$ cat src/rtl/drsr_map.vh
// Constants for the dual rail sequencer and reset supervisor
`ifndef DRSR_MAP_VH
`define DRSR_MAP_VH

// Register offsets (byte addresses)
`define DRSR_CTRL_OFF 12'h000
`define DRSR_STAT_OFF 12'h004
`define DRSR_CNT_OFF 12'h008

// Control register fields
`define DRSR_CTRL_ENABLE_N_BIT 0
`define DRSR_CTRL_ORDER_BIT 1
`define DRSR_CTRL_RESET 2'h1

// Status register fields
`define DRSR_STAT_RAIL_A_ON_BIT 0
`define DRSR_STAT_RAIL_B_ON_BIT 1
`define DRSR_STAT_GOOD_BIT 2
`define DRSR_STAT_RESET_BIT 3
`define DRSR_STAT_STATE_LSB 4

// Timing: reset delay in ms and clock rate
`define DRSR_RESET_DELAY_MS 120
`define DRSR_CLK_HZ 100000000
`define DRSR_RESET_DELAY_CYC ((`DRSR_CLK_HZ / 1000) * `DRSR_RESET_DELAY_MS)

`endif

$ cat src/rtl/drsr_sync.v
// Two-flop synchroniser bank for external levels
module drsr_sync #(
    parameter WIDTH = 6
) (
    input wire clk,
    input wire rst,
    input wire [WIDTH-1:0] async_in,
    output reg [WIDTH-1:0] sync_out
);
    reg [WIDTH-1:0] meta_reg;

    // First stage feeds only the second stage
    always @(posedge clk or posedge rst) begin
        if (rst) begin
            meta_reg <= {WIDTH{1'b0}};
            sync_out <= {WIDTH{1'b0}};
        end else begin
            meta_reg <= async_in;
            sync_out <= meta_reg;
        end
    end
endmodule

$ cat src/rtl/drsr_top.v
// Dual rail power sequencer with reset supervisor and APB registers
//
// What this block does
// - While enable_n is high both rails stay off and output1_good and reset_out stay low.
// - With order_select and the control order bit low, rail A is switched on first once enable_n and the control enable_n bit are both low.
// - With order_select high, rail B is switched on first once enable_n and the control enable_n bit are both low.
// - The second rail starts only once the first rail reports 83% of its target.
// - output1_good goes high once rail A reports 95% of its target.
// - Reset is released only while both rails report at least 95%.
// - Both manual holds must also be high, and reset rises after a 120 ms delay.
// - When enable_n returns high both rails turn off and both outputs go low.
// - manual_hold_a low forces reset low while the rails stay in regulation.
// - When manual_hold_a returns high with all else good, reset rises after a fresh 120 ms.
// - Rail B below 95% drops reset, and with order_select high rail A powers down too.
// - Rail A below 95% drops output1_good.
//
// The APB register port and the register offsets were chosen for this implementation.
`include "drsr_map.vh"

module drsr_top #(
    parameter [31:0] RESET_DELAY_CYC = `DRSR_RESET_DELAY_CYC
) (
    input wire clk,
    input wire rst,
    input wire enable_n,
    input wire order_select,
    input wire manual_hold_a_n,
    input wire manual_hold_b_n,
    input wire rail_a_at_83,
    input wire rail_a_at_95,
    input wire rail_b_at_83,
    input wire rail_b_at_95,
    output reg rail_a_on,
    output reg rail_b_on,
    output reg output1_good,
    output reg reset_out,
    input wire psel,
    input wire penable,
    input wire pwrite,
    input wire [11:0] paddr,
    input wire [31:0] pwdata,
    output reg [31:0] prdata,
    output reg pready,
    output reg pslverr
);
    // Sequencer states
    localparam [2:0] ST_OFF = 3'h0;
    localparam [2:0] ST_FIRST = 3'h1;
    localparam [2:0] ST_BOTH = 3'h2;
    localparam [2:0] ST_FAULT_DOWN = 3'h3;

    reg [2:0] state_reg;
    reg [2:0] state_next;
    reg [31:0] delay_reg;
    reg [31:0] delay_next;
    reg [1:0] ctrl_reg;
    reg rail_a_next;
    reg rail_b_next;
    reg reset_next;
    reg order_reg;
    wire [5:0] sync_q;

    // External pins pass two flops before any use
    drsr_sync #(.WIDTH(6)) u_sync (
        .clk(clk),
        .rst(rst),
        .async_in({enable_n, order_select, manual_hold_a_n, manual_hold_b_n,
            rail_a_at_95, rail_b_at_95}),
        .sync_out(sync_q)
    );

    // Second sync bank for the 83% comparators
    wire [1:0] sync83_q;
    drsr_sync #(.WIDTH(2)) u_sync83 (
        .clk(clk),
        .rst(rst),
        .async_in({rail_a_at_83, rail_b_at_83}),
        .sync_out(sync83_q)
    );

    wire en_pin_n = sync_q[5];
    wire order_pin = sync_q[4];
    wire hold_a_n = sync_q[3];
    wire hold_b_n = sync_q[2];
    wire a95 = sync_q[1];
    wire b95 = sync_q[0];
    wire a83 = sync83_q[1];
    wire b83 = sync83_q[0];

    // Software may also hold the rails off; either source disables
    wire en_n_eff = en_pin_n | ctrl_reg[`DRSR_CTRL_ENABLE_N_BIT];
    // Order is pin OR software bit
    wire order_eff = order_pin | ctrl_reg[`DRSR_CTRL_ORDER_BIT];

    // Level of the rail that leads in the chosen order
    function first_at_83;
        input ord;
        input la;
        input lb;
        begin
            first_at_83 = ord ? lb : la;
        end
    endfunction

    // Reset release conditions apart from enable, which the delay logic adds
    wire release_ok = a95 & b95 & hold_a_n & hold_b_n & (state_reg == ST_BOTH);

    // Sequencer next state and rail enables
    always @* begin
        state_next = state_reg;
        rail_a_next = rail_a_on;
        rail_b_next = rail_b_on;
        if (en_n_eff) begin
            state_next = ST_OFF;
            rail_a_next = 1'b0;
            rail_b_next = 1'b0;
        end else begin
            case (state_reg)
                ST_OFF: begin
                    // Order latched at start so a mid-ramp change cannot swap rails
                    state_next = ST_FIRST;
                    rail_a_next = ~order_eff;
                    rail_b_next = order_eff;
                end
                ST_FIRST: begin
                    if (first_at_83(order_reg, a83, b83)) begin
                        state_next = ST_BOTH;
                        rail_a_next = 1'b1;
                        rail_b_next = 1'b1;
                    end
                end
                ST_BOTH: begin
                    // Rail B fault with B-first order takes rail A down
                    if (!b95 && order_reg && reset_out) begin
                        state_next = ST_FAULT_DOWN;
                        rail_a_next = 1'b0;
                    end
                end
                ST_FAULT_DOWN: begin
                    // Stays down until enable cycles
                    rail_a_next = 1'b0;
                end
                default: begin
                    state_next = ST_OFF;
                    rail_a_next = 1'b0;
                    rail_b_next = 1'b0;
                end
            endcase
        end
    end

    // Delay counter restarts whenever a condition drops
    always @* begin
        delay_next = delay_reg;
        reset_next = reset_out;
        if (!release_ok || en_n_eff) begin
            delay_next = 32'h0000_0000;
            reset_next = 1'b0;
        end else if (delay_reg >= RESET_DELAY_CYC - 32'h0000_0001) begin
            reset_next = 1'b1;
        end else begin
            delay_next = delay_reg + 32'h0000_0001;
        end
    end

    // Sequencer and supervisor registers
    always @(posedge clk or posedge rst) begin
        if (rst) begin
            state_reg <= ST_OFF;
            rail_a_on <= 1'b0;
            rail_b_on <= 1'b0;
            order_reg <= 1'b0;
            delay_reg <= 32'h0000_0000;
            reset_out <= 1'b0;
            output1_good <= 1'b0;
        end else begin
            state_reg <= state_next;
            rail_a_on <= rail_a_next;
            rail_b_on <= rail_b_next;
            if (state_reg == ST_OFF) begin
                order_reg <= order_eff;
            end
            delay_reg <= delay_next;
            reset_out <= reset_next;
            // Good follows rail A threshold while enabled
            output1_good <= ~en_n_eff & a95 & (state_reg != ST_OFF);
        end
    end

    // Register read mux
    function [31:0] rd_word;
        input [11:0] addr;
        input [1:0] ctrl;
        input [7:0] stat;
        input [31:0] cnt;
        begin
            case (addr)
                `DRSR_CTRL_OFF: rd_word = {30'h0000_0000, ctrl};
                `DRSR_STAT_OFF: rd_word = {24'h00_0000, stat};
                `DRSR_CNT_OFF: rd_word = cnt;
                default: rd_word = 32'h0000_0000;
            endcase
        end
    endfunction

    wire addr_hit = (paddr == `DRSR_CTRL_OFF) | (paddr == `DRSR_STAT_OFF) |
        (paddr == `DRSR_CNT_OFF);
    wire [7:0] stat_word = {1'b0, state_reg, reset_out, output1_good, rail_b_on, rail_a_on};

    // APB slave: one wait state, answer on the second access cycle
    always @(posedge clk or posedge rst) begin
        if (rst) begin
            ctrl_reg <= `DRSR_CTRL_RESET;
            prdata <= 32'h0000_0000;
            pready <= 1'b0;
            pslverr <= 1'b0;
        end else begin
            pready <= 1'b0;
            pslverr <= 1'b0;
            if (psel && penable && !pready) begin
                pready <= 1'b1;
                pslverr <= ~addr_hit;
                prdata <= pwrite ? 32'h0000_0000 : rd_word(paddr, ctrl_reg, stat_word, delay_reg);
                if (pwrite && paddr == `DRSR_CTRL_OFF) begin
                    ctrl_reg <= pwdata[1:0];
                end
            end
        end
    end
endmodule

$ cat config.mk
export PLATFORM = sky130hd
export DESIGN_NAME = drsr_top
export DESIGN_NICKNAME = d
export VERILOG_FILES = /design/src/rtl/drsr_sync.v /design/src/rtl/drsr_top.v
export VERILOG_INCLUDE_DIRS = /design/src /design/src/rtl
export SDC_FILE = /design/constraint.sdc
export NUM_CORES = 1
export LEC_CHECK = 0
export BUFFER_PORTS_ARGS = -buffer_cell sky130_fd_sc_hd__buf_2
export CORE_MARGIN = 2
export CORE_UTILIZATION = 35
export CTS_CLUSTER_DIAMETER = 60
export DETAILED_ROUTE_END_ITERATION = 12
export GPL_ROUTABILITY_DRIVEN = 0
export PLACE_DENSITY_LB_ADDON = 0.1
export RECOVER_POWER = 25
export SLEW_MARGIN = 40
export SYNTH_ARGS = -nofsm -noshare
export SYNTH_HDL_FRONTEND = slang
export SYNTH_SLANG_ARGS = --single-unit
$ cat constraint.sdc
create_clock -name clk -period 5.18 [get_ports clk]
set_input_delay 1.036 -clock clk [delete_from_list [all_inputs] [get_ports clk]]
set_output_delay 1.036 -clock clk [all_outputs]
set_load 0.01 [all_outputs]
# After elaboration in Yosys (flattened, before gate mapping)
# Index checks and enable logic that the tools add are counted.
[totals]
regBits = 92
out_inout_bits = 38
inputBits = 57
[op_classes]
eq_ne = 10
n_addsub = 1
magnitude_cmp = 1
reduce_logical = 18
n_bitwise = 13
mux = 19
[ops]
columns = ["cell", "n"]
rows = [
  ["$mux W32", 3],
  ["$pmux W32 S3", 1],
  ["$add A32 B1 Y32 const B", 1],
  ["$ge A32 B24 Y1 const B", 1],
  ["$eq A12 B3 Y1 const B", 1],
  ["$eq A12 B4 Y1 const B", 1],
  ["$logic_not A12 Y1", 1],
  ["$pmux W3 S4", 1],
  ["$mux W1", 9],
  ["$mux W3", 3],
  ["$and A1 B1 Y1", 6],
  ["$eq A3 B2 Y1 const B", 2],
  ["$pmux W1 S3", 2],
  ["$reduce_and A2 Y1", 3],
  ["$logic_and A1 B1 Y1", 5],
  ["$ne A2 B2 Y1 const B", 2],
  ["$or A1 B1 Y1", 4],
  ["$eq A3 B1 Y1 const B", 1],
  ["$logic_not A1 Y1", 3],
  ["$logic_not A3 Y1", 1],
  ["$ne A3 B2 Y1 const B", 1],
  ["$ne A3 B3 Y1 const B", 1],
  ["$not A1 Y1", 3],
  ["$reduce_and A3 Y1", 1],
  ["5 further kinds", 5],
]

# Depth between registers and ports, before layout
[logic_depth]
word_depth = 7
mapped_depth = 9
mapped_depth_nobuf = 7

# Modules after synthesis
# Synthesis repeated with hierarchy kept, for this count alone.
[unflattened]
cells_unflattened = 343
hier_area_um2 = 3951.3
[modules_own_cells]
columns = ["module", "cells_each", "seq_area_each_um2", "n_inst", "area_per_inst_um2"]
rows = [
  ["drsr_top", 325, 1878.1, 1, 3543.4],
  ["drsr_sync (u_sync)", 13, 300.3, 1, 304.0],
  ["drsr_sync (u_sync83)", 5, 100.1, 1, 103.8],
]

# Worst setup path after synthesis
# OpenSTA, ideal clock, no wires.
[synth_timing]
path_kind = "input to register"
from = "input port paddr[9]"
to = "register prdata[11]"
arrival_ps = 2696
n_path_buf = 2
cell_stages = 6
path_slack_ps = 2418
cell_sequence = "or4_1 -> nor4_2 -> and3_1 -> buf_2 -> buf_2 -> a22o_1"
[synth_via]
elab_chain_cells = 3
word_cells_on_any_way = 5
classes_between = "2 x eq/ne; 2 x mux; 1 x reduce/logical"
[synth_rtl]
columns = ["element", "line", "rtl"]
rows = [
  ["start, declared", "drsr_top.v:40", "input wire [11:0] paddr,"],
  ["$eq A12 B4 Y1, or another cell as far along", "drsr_top.v:197", "case (addr)"],
  ["$pmux W32 S3 *", "drsr_top.v:197", ""],
  ["$mux W32 *", "drsr_top.v:223", "prdata <= pwrite ? 32'h0000_0000 : rd_word(paddr, ctrl_reg, stat_word, delay_reg);"],
  ["end signal, assigned", "drsr_top.v:223", ""],
  ["end, declared", "drsr_top.v:42", "output reg [31:0] prdata,"],
]
# Mark *: on every way between the ends. The rest lies on a longest branch, timed or not.
# A chain may end at the register's enable or synchronous reset.

# Final worst setup path
[layout_timing]
from = "input port paddr[9]"
to = "register prdata[12]"
# Same word-level chain as after synthesis.

==> impl_metrics.env <==
export IMPL_grt_pass1_vias=2763
export IMPL_drive_gt1_frac=0.2538
export IMPL_postSynthCellCount=336
export IMPL_ant_nets=0
export IMPL_startpoint_type="input port"
export IMPL_cts_root_buffer="clkbuf_8"
export IMPL_path_cells="buf_2 > or4_1 > nor4_2 > and3_2 > a22o_1"
export IMPL_setup_viol=0
export IMPL_ys_seq_elements=91
export IMPL_p_leak_nw=2.112
export IMPL_synth_warnings=0
export IMPL_fp_dieH_um=109.1
export IMPL_post_cts_buffers=0
export IMPL_totalWireLength_um=8523
export IMPL_cp_slowest_cell="and3_2"
export IMPL_insertion_delay_ns=0.36
export IMPL_ios=95
export IMPL_syn_nets=398
export IMPL_vias_per_cell=5.225
export IMPL_endpoint_kind="flop"
export IMPL_die_x_um=109.1
export IMPL_crit_family="simple AND/OR/NAND/NOR gates"
export IMPL_violations="capacitance limit, slew limit"
export IMPL_syn_to_final_growth_pct=16.95
export IMPL_synth_top_cell_by_area="dfrtp_1"
export IMPL_wl_per_cell_um=15.84
export IMPL_synth_top_area_share=0.5821
export IMPL_fin_skew_ns=0.01031
export IMPL_hold_viol=0
export IMPL_drtPass1Iterations=5
export IMPL_num_rows=38
export IMPL_htreeDepth=3
export IMPL_yosysSeqAreaShare=0.5889
export IMPL_start_util=0.3585
export IMPL_synthFlopType="dfrtp_1"
export IMPL_synth_edff_count=0
export IMPL_synth_async_reset_ratio=1.000
export IMPL_fp_coreArea_um2=10790
export IMPL_clock_sinks=91
export IMPL_grt_max_degree=57
export IMPL_antenna_cells=0
export IMPL_fin_crit_sh=0.5510
export IMPL_synth_area_leaders="dfrtp_1, a22o_1, nand2_1"
export IMPL_synth_cell_area_um2=3869
export IMPL_n_fill_cell=1026
export IMPL_cp_data_arrival_time_ns=3.15
export IMPL_powerDensity_nw_per_um2=320.7
export IMPL_outcome="finished with violations"
export IMPL_route_detailed_drc=0
export IMPL_clkTransAtPathRegs_ns=0.10
export IMPL_crit_fanout=26
export IMPL_worst_path_buf_inv=1
export IMPL_slew_headroom=-0.1002
export IMPL_slowest_delay_ns=0.67
export IMPL_hold_class="reg2reg"
export IMPL_cts_buffer_depth=2
export IMPL_crit_type="in2reg"
export IMPL_track_usage=0.1531
export IMPL_cts_resized=0
export IMPL_grt_pass1_wl_um=14180
export IMPL_fmax_mhz=350.4
export IMPL_max_slew_worst_pin_slew_ns=1.641
export IMPL_max_cap_violations=1
export IMPL_rsz0062_at_grt="false"
export IMPL_cts_made_buffers=9
export IMPL_syn_area_per_cell_um2=11.51
export IMPL_holdBufCountCts=0
export IMPL_ir_drop_mv=0.1422
export IMPL_die_area_um2=11910
export IMPL_grt_overflow=0
export IMPL_ys_types=44
export IMPL_hpwl_um=5700
export IMPL_nNetsFinal=455
export IMPL_setup_tns_final_ns=0
export IMPL_period_minus_slack_ns=2.854
export IMPL_routed_via_count=2811
export IMPL_cts_tree="built"
export IMPL_drv_slew=37
export IMPL_worstPathRequired_ns=5.47
export IMPL_portBuffers=64
export IMPL_drt_iter0_drc=146
export IMPL_fin_util=0.4192
export IMPL_grt_antenna_before_repair=0
## stage by stage
| stage | power [mW] | setup WS, ns | instance area [um2] | instances | hold WS, ns |
|---|---|---|---|---|---|
| 2_1_floorplan | 0.8646 | 1.782 | 3869 | 336 | 0.3312 |
| 3_3_place_gp | 0.9115 | 1.605 | 4282 | 522 | 0.3314 |
| 3_5_place_dp | 0.9143 | 1.948 | 4283 | 522 | 0.3347 |
| 4_1_cts | 1.467 | 2.324 | 4514 | 538 | 0.3551 |
| 5_1_grt | 1.526 | 2.121 | 4524 | 538 | 0.3597 |
| 6_report | 1.451 | 2.326 | 4524 | 538 | 0.3505 |
## placed cells by master, fill, tap and decap left out, types with 6 or more instances in the layout
| cell type | instances |
|---|---|
| nand2_1 | 27 |
| buf_2 | 64 |
| dfrtp_1 | 90 |
| or3_1 | 6 |
| or4_1 | 6 |
| o21ai_0 | 13 |
| clkbuf_8 | 10 |
| xnor2_1 | 9 |
| nand3_1 | 7 |
| and2_1 | 10 |
| a22o_1 | 28 |
| nor2_1 | 22 |
| nand4_1 | 8 |
| a22oi_1 | 6 |
| a21oi_1 | 15 |
## Yosys cell counts (3+ instances only)
cell and number:
mux2_2 4, a211oi_1 3, nand4_1 8, o31ai_1 4, a22oi_1 6, or2_2 4
a21oi_1 15, or3_1 6, and4_1 5, clkbuf_1 13, a2111oi_0 6, dfrtp_1 90
and2_1 10, a22o_1 28, inv_1 5, xnor2_1 9, or4_1 6, nor2_1 22
a31o_2 3, and3_1 5, nand3_1 7, ha_1 5, o21ai_0 13, nor4_1 4
buf_2 4, nand2_1 27
## power by group
part	total [mW]	switching, mW	internal [mW]
logic	0.136	0.0770	0.0587
registers	0.761	0.0242	0.736
clock network	0.554	0.265	0.289
## metal layers
metal | GRT usage | vias to the layer above | share of wire | routed length [um]
li1 | - | 1362 | - | -
met1 | 0.2207 | 1387 | 0.50 | 4255
met2 | 0.2294 | 49 | 0.45 | 3856
met3 | 0.02869 | 13 | 0.034 | 293
met4 | 0.05495 | 0 | 0.014 | 118
met5 | 0 | - | 0 | 0
## final timing paths
check                           slack, ns                  from  depth (start not counted)                   end
min in group asynchronous            1.06                   rst                          2            prdata[13]
worst max register to register       2.64          delay_reg[0]                          6         delay_reg[12]
worst min-delay path                 0.35  u_sync83.meta_reg[0]                          0  u_sync83.sync_out[0]
worst max-delay path                 2.33              paddr[9]                          5            prdata[12]
worst min register to register       0.35  u_sync83.meta_reg[0]                          0  u_sync83.sync_out[0]
max in group asynchronous            2.78                   rst                          3            prdata[24]
## cell families after synthesis
family | Yosys count | synth area share
buffers and inverters | 24 | 0.02846
xor gates and xnor gates | 9 | 0.02038
AOI/OAI and AO/OA | 88 | 0.1682
DFF | 91 | 0.5889
muxes | 6 | 0.01682
and+or+nand+nor | 113 | 0.1611
adders and majority gates | 5 | 0.01617
## worst register-to-register path: stages, from the launching register on
cell and delay [ns]:
dfrtp_1 0.44, ha_1 0.25, and3_1 0.26, a311o_1 0.52, a21o_4 0.33, or4_1 0.52, a21oi_1 0.15
## cell type report
cell class	count	area, um2	share of cell area
Sequential cell	91	2278	0.5036
Multi-Input combinational cell	221	1491	0.3296
Timing Repair Buffer	65	327.8	0.07246
Tap cell	140	175.2	0.03872
Clock buffer	10	137.6	0.03042
Clock inverter	6	93.84	0.02074
Inverter	5	20.02	0.004425
Note: power is estimated with default switching activity, not from simulation.
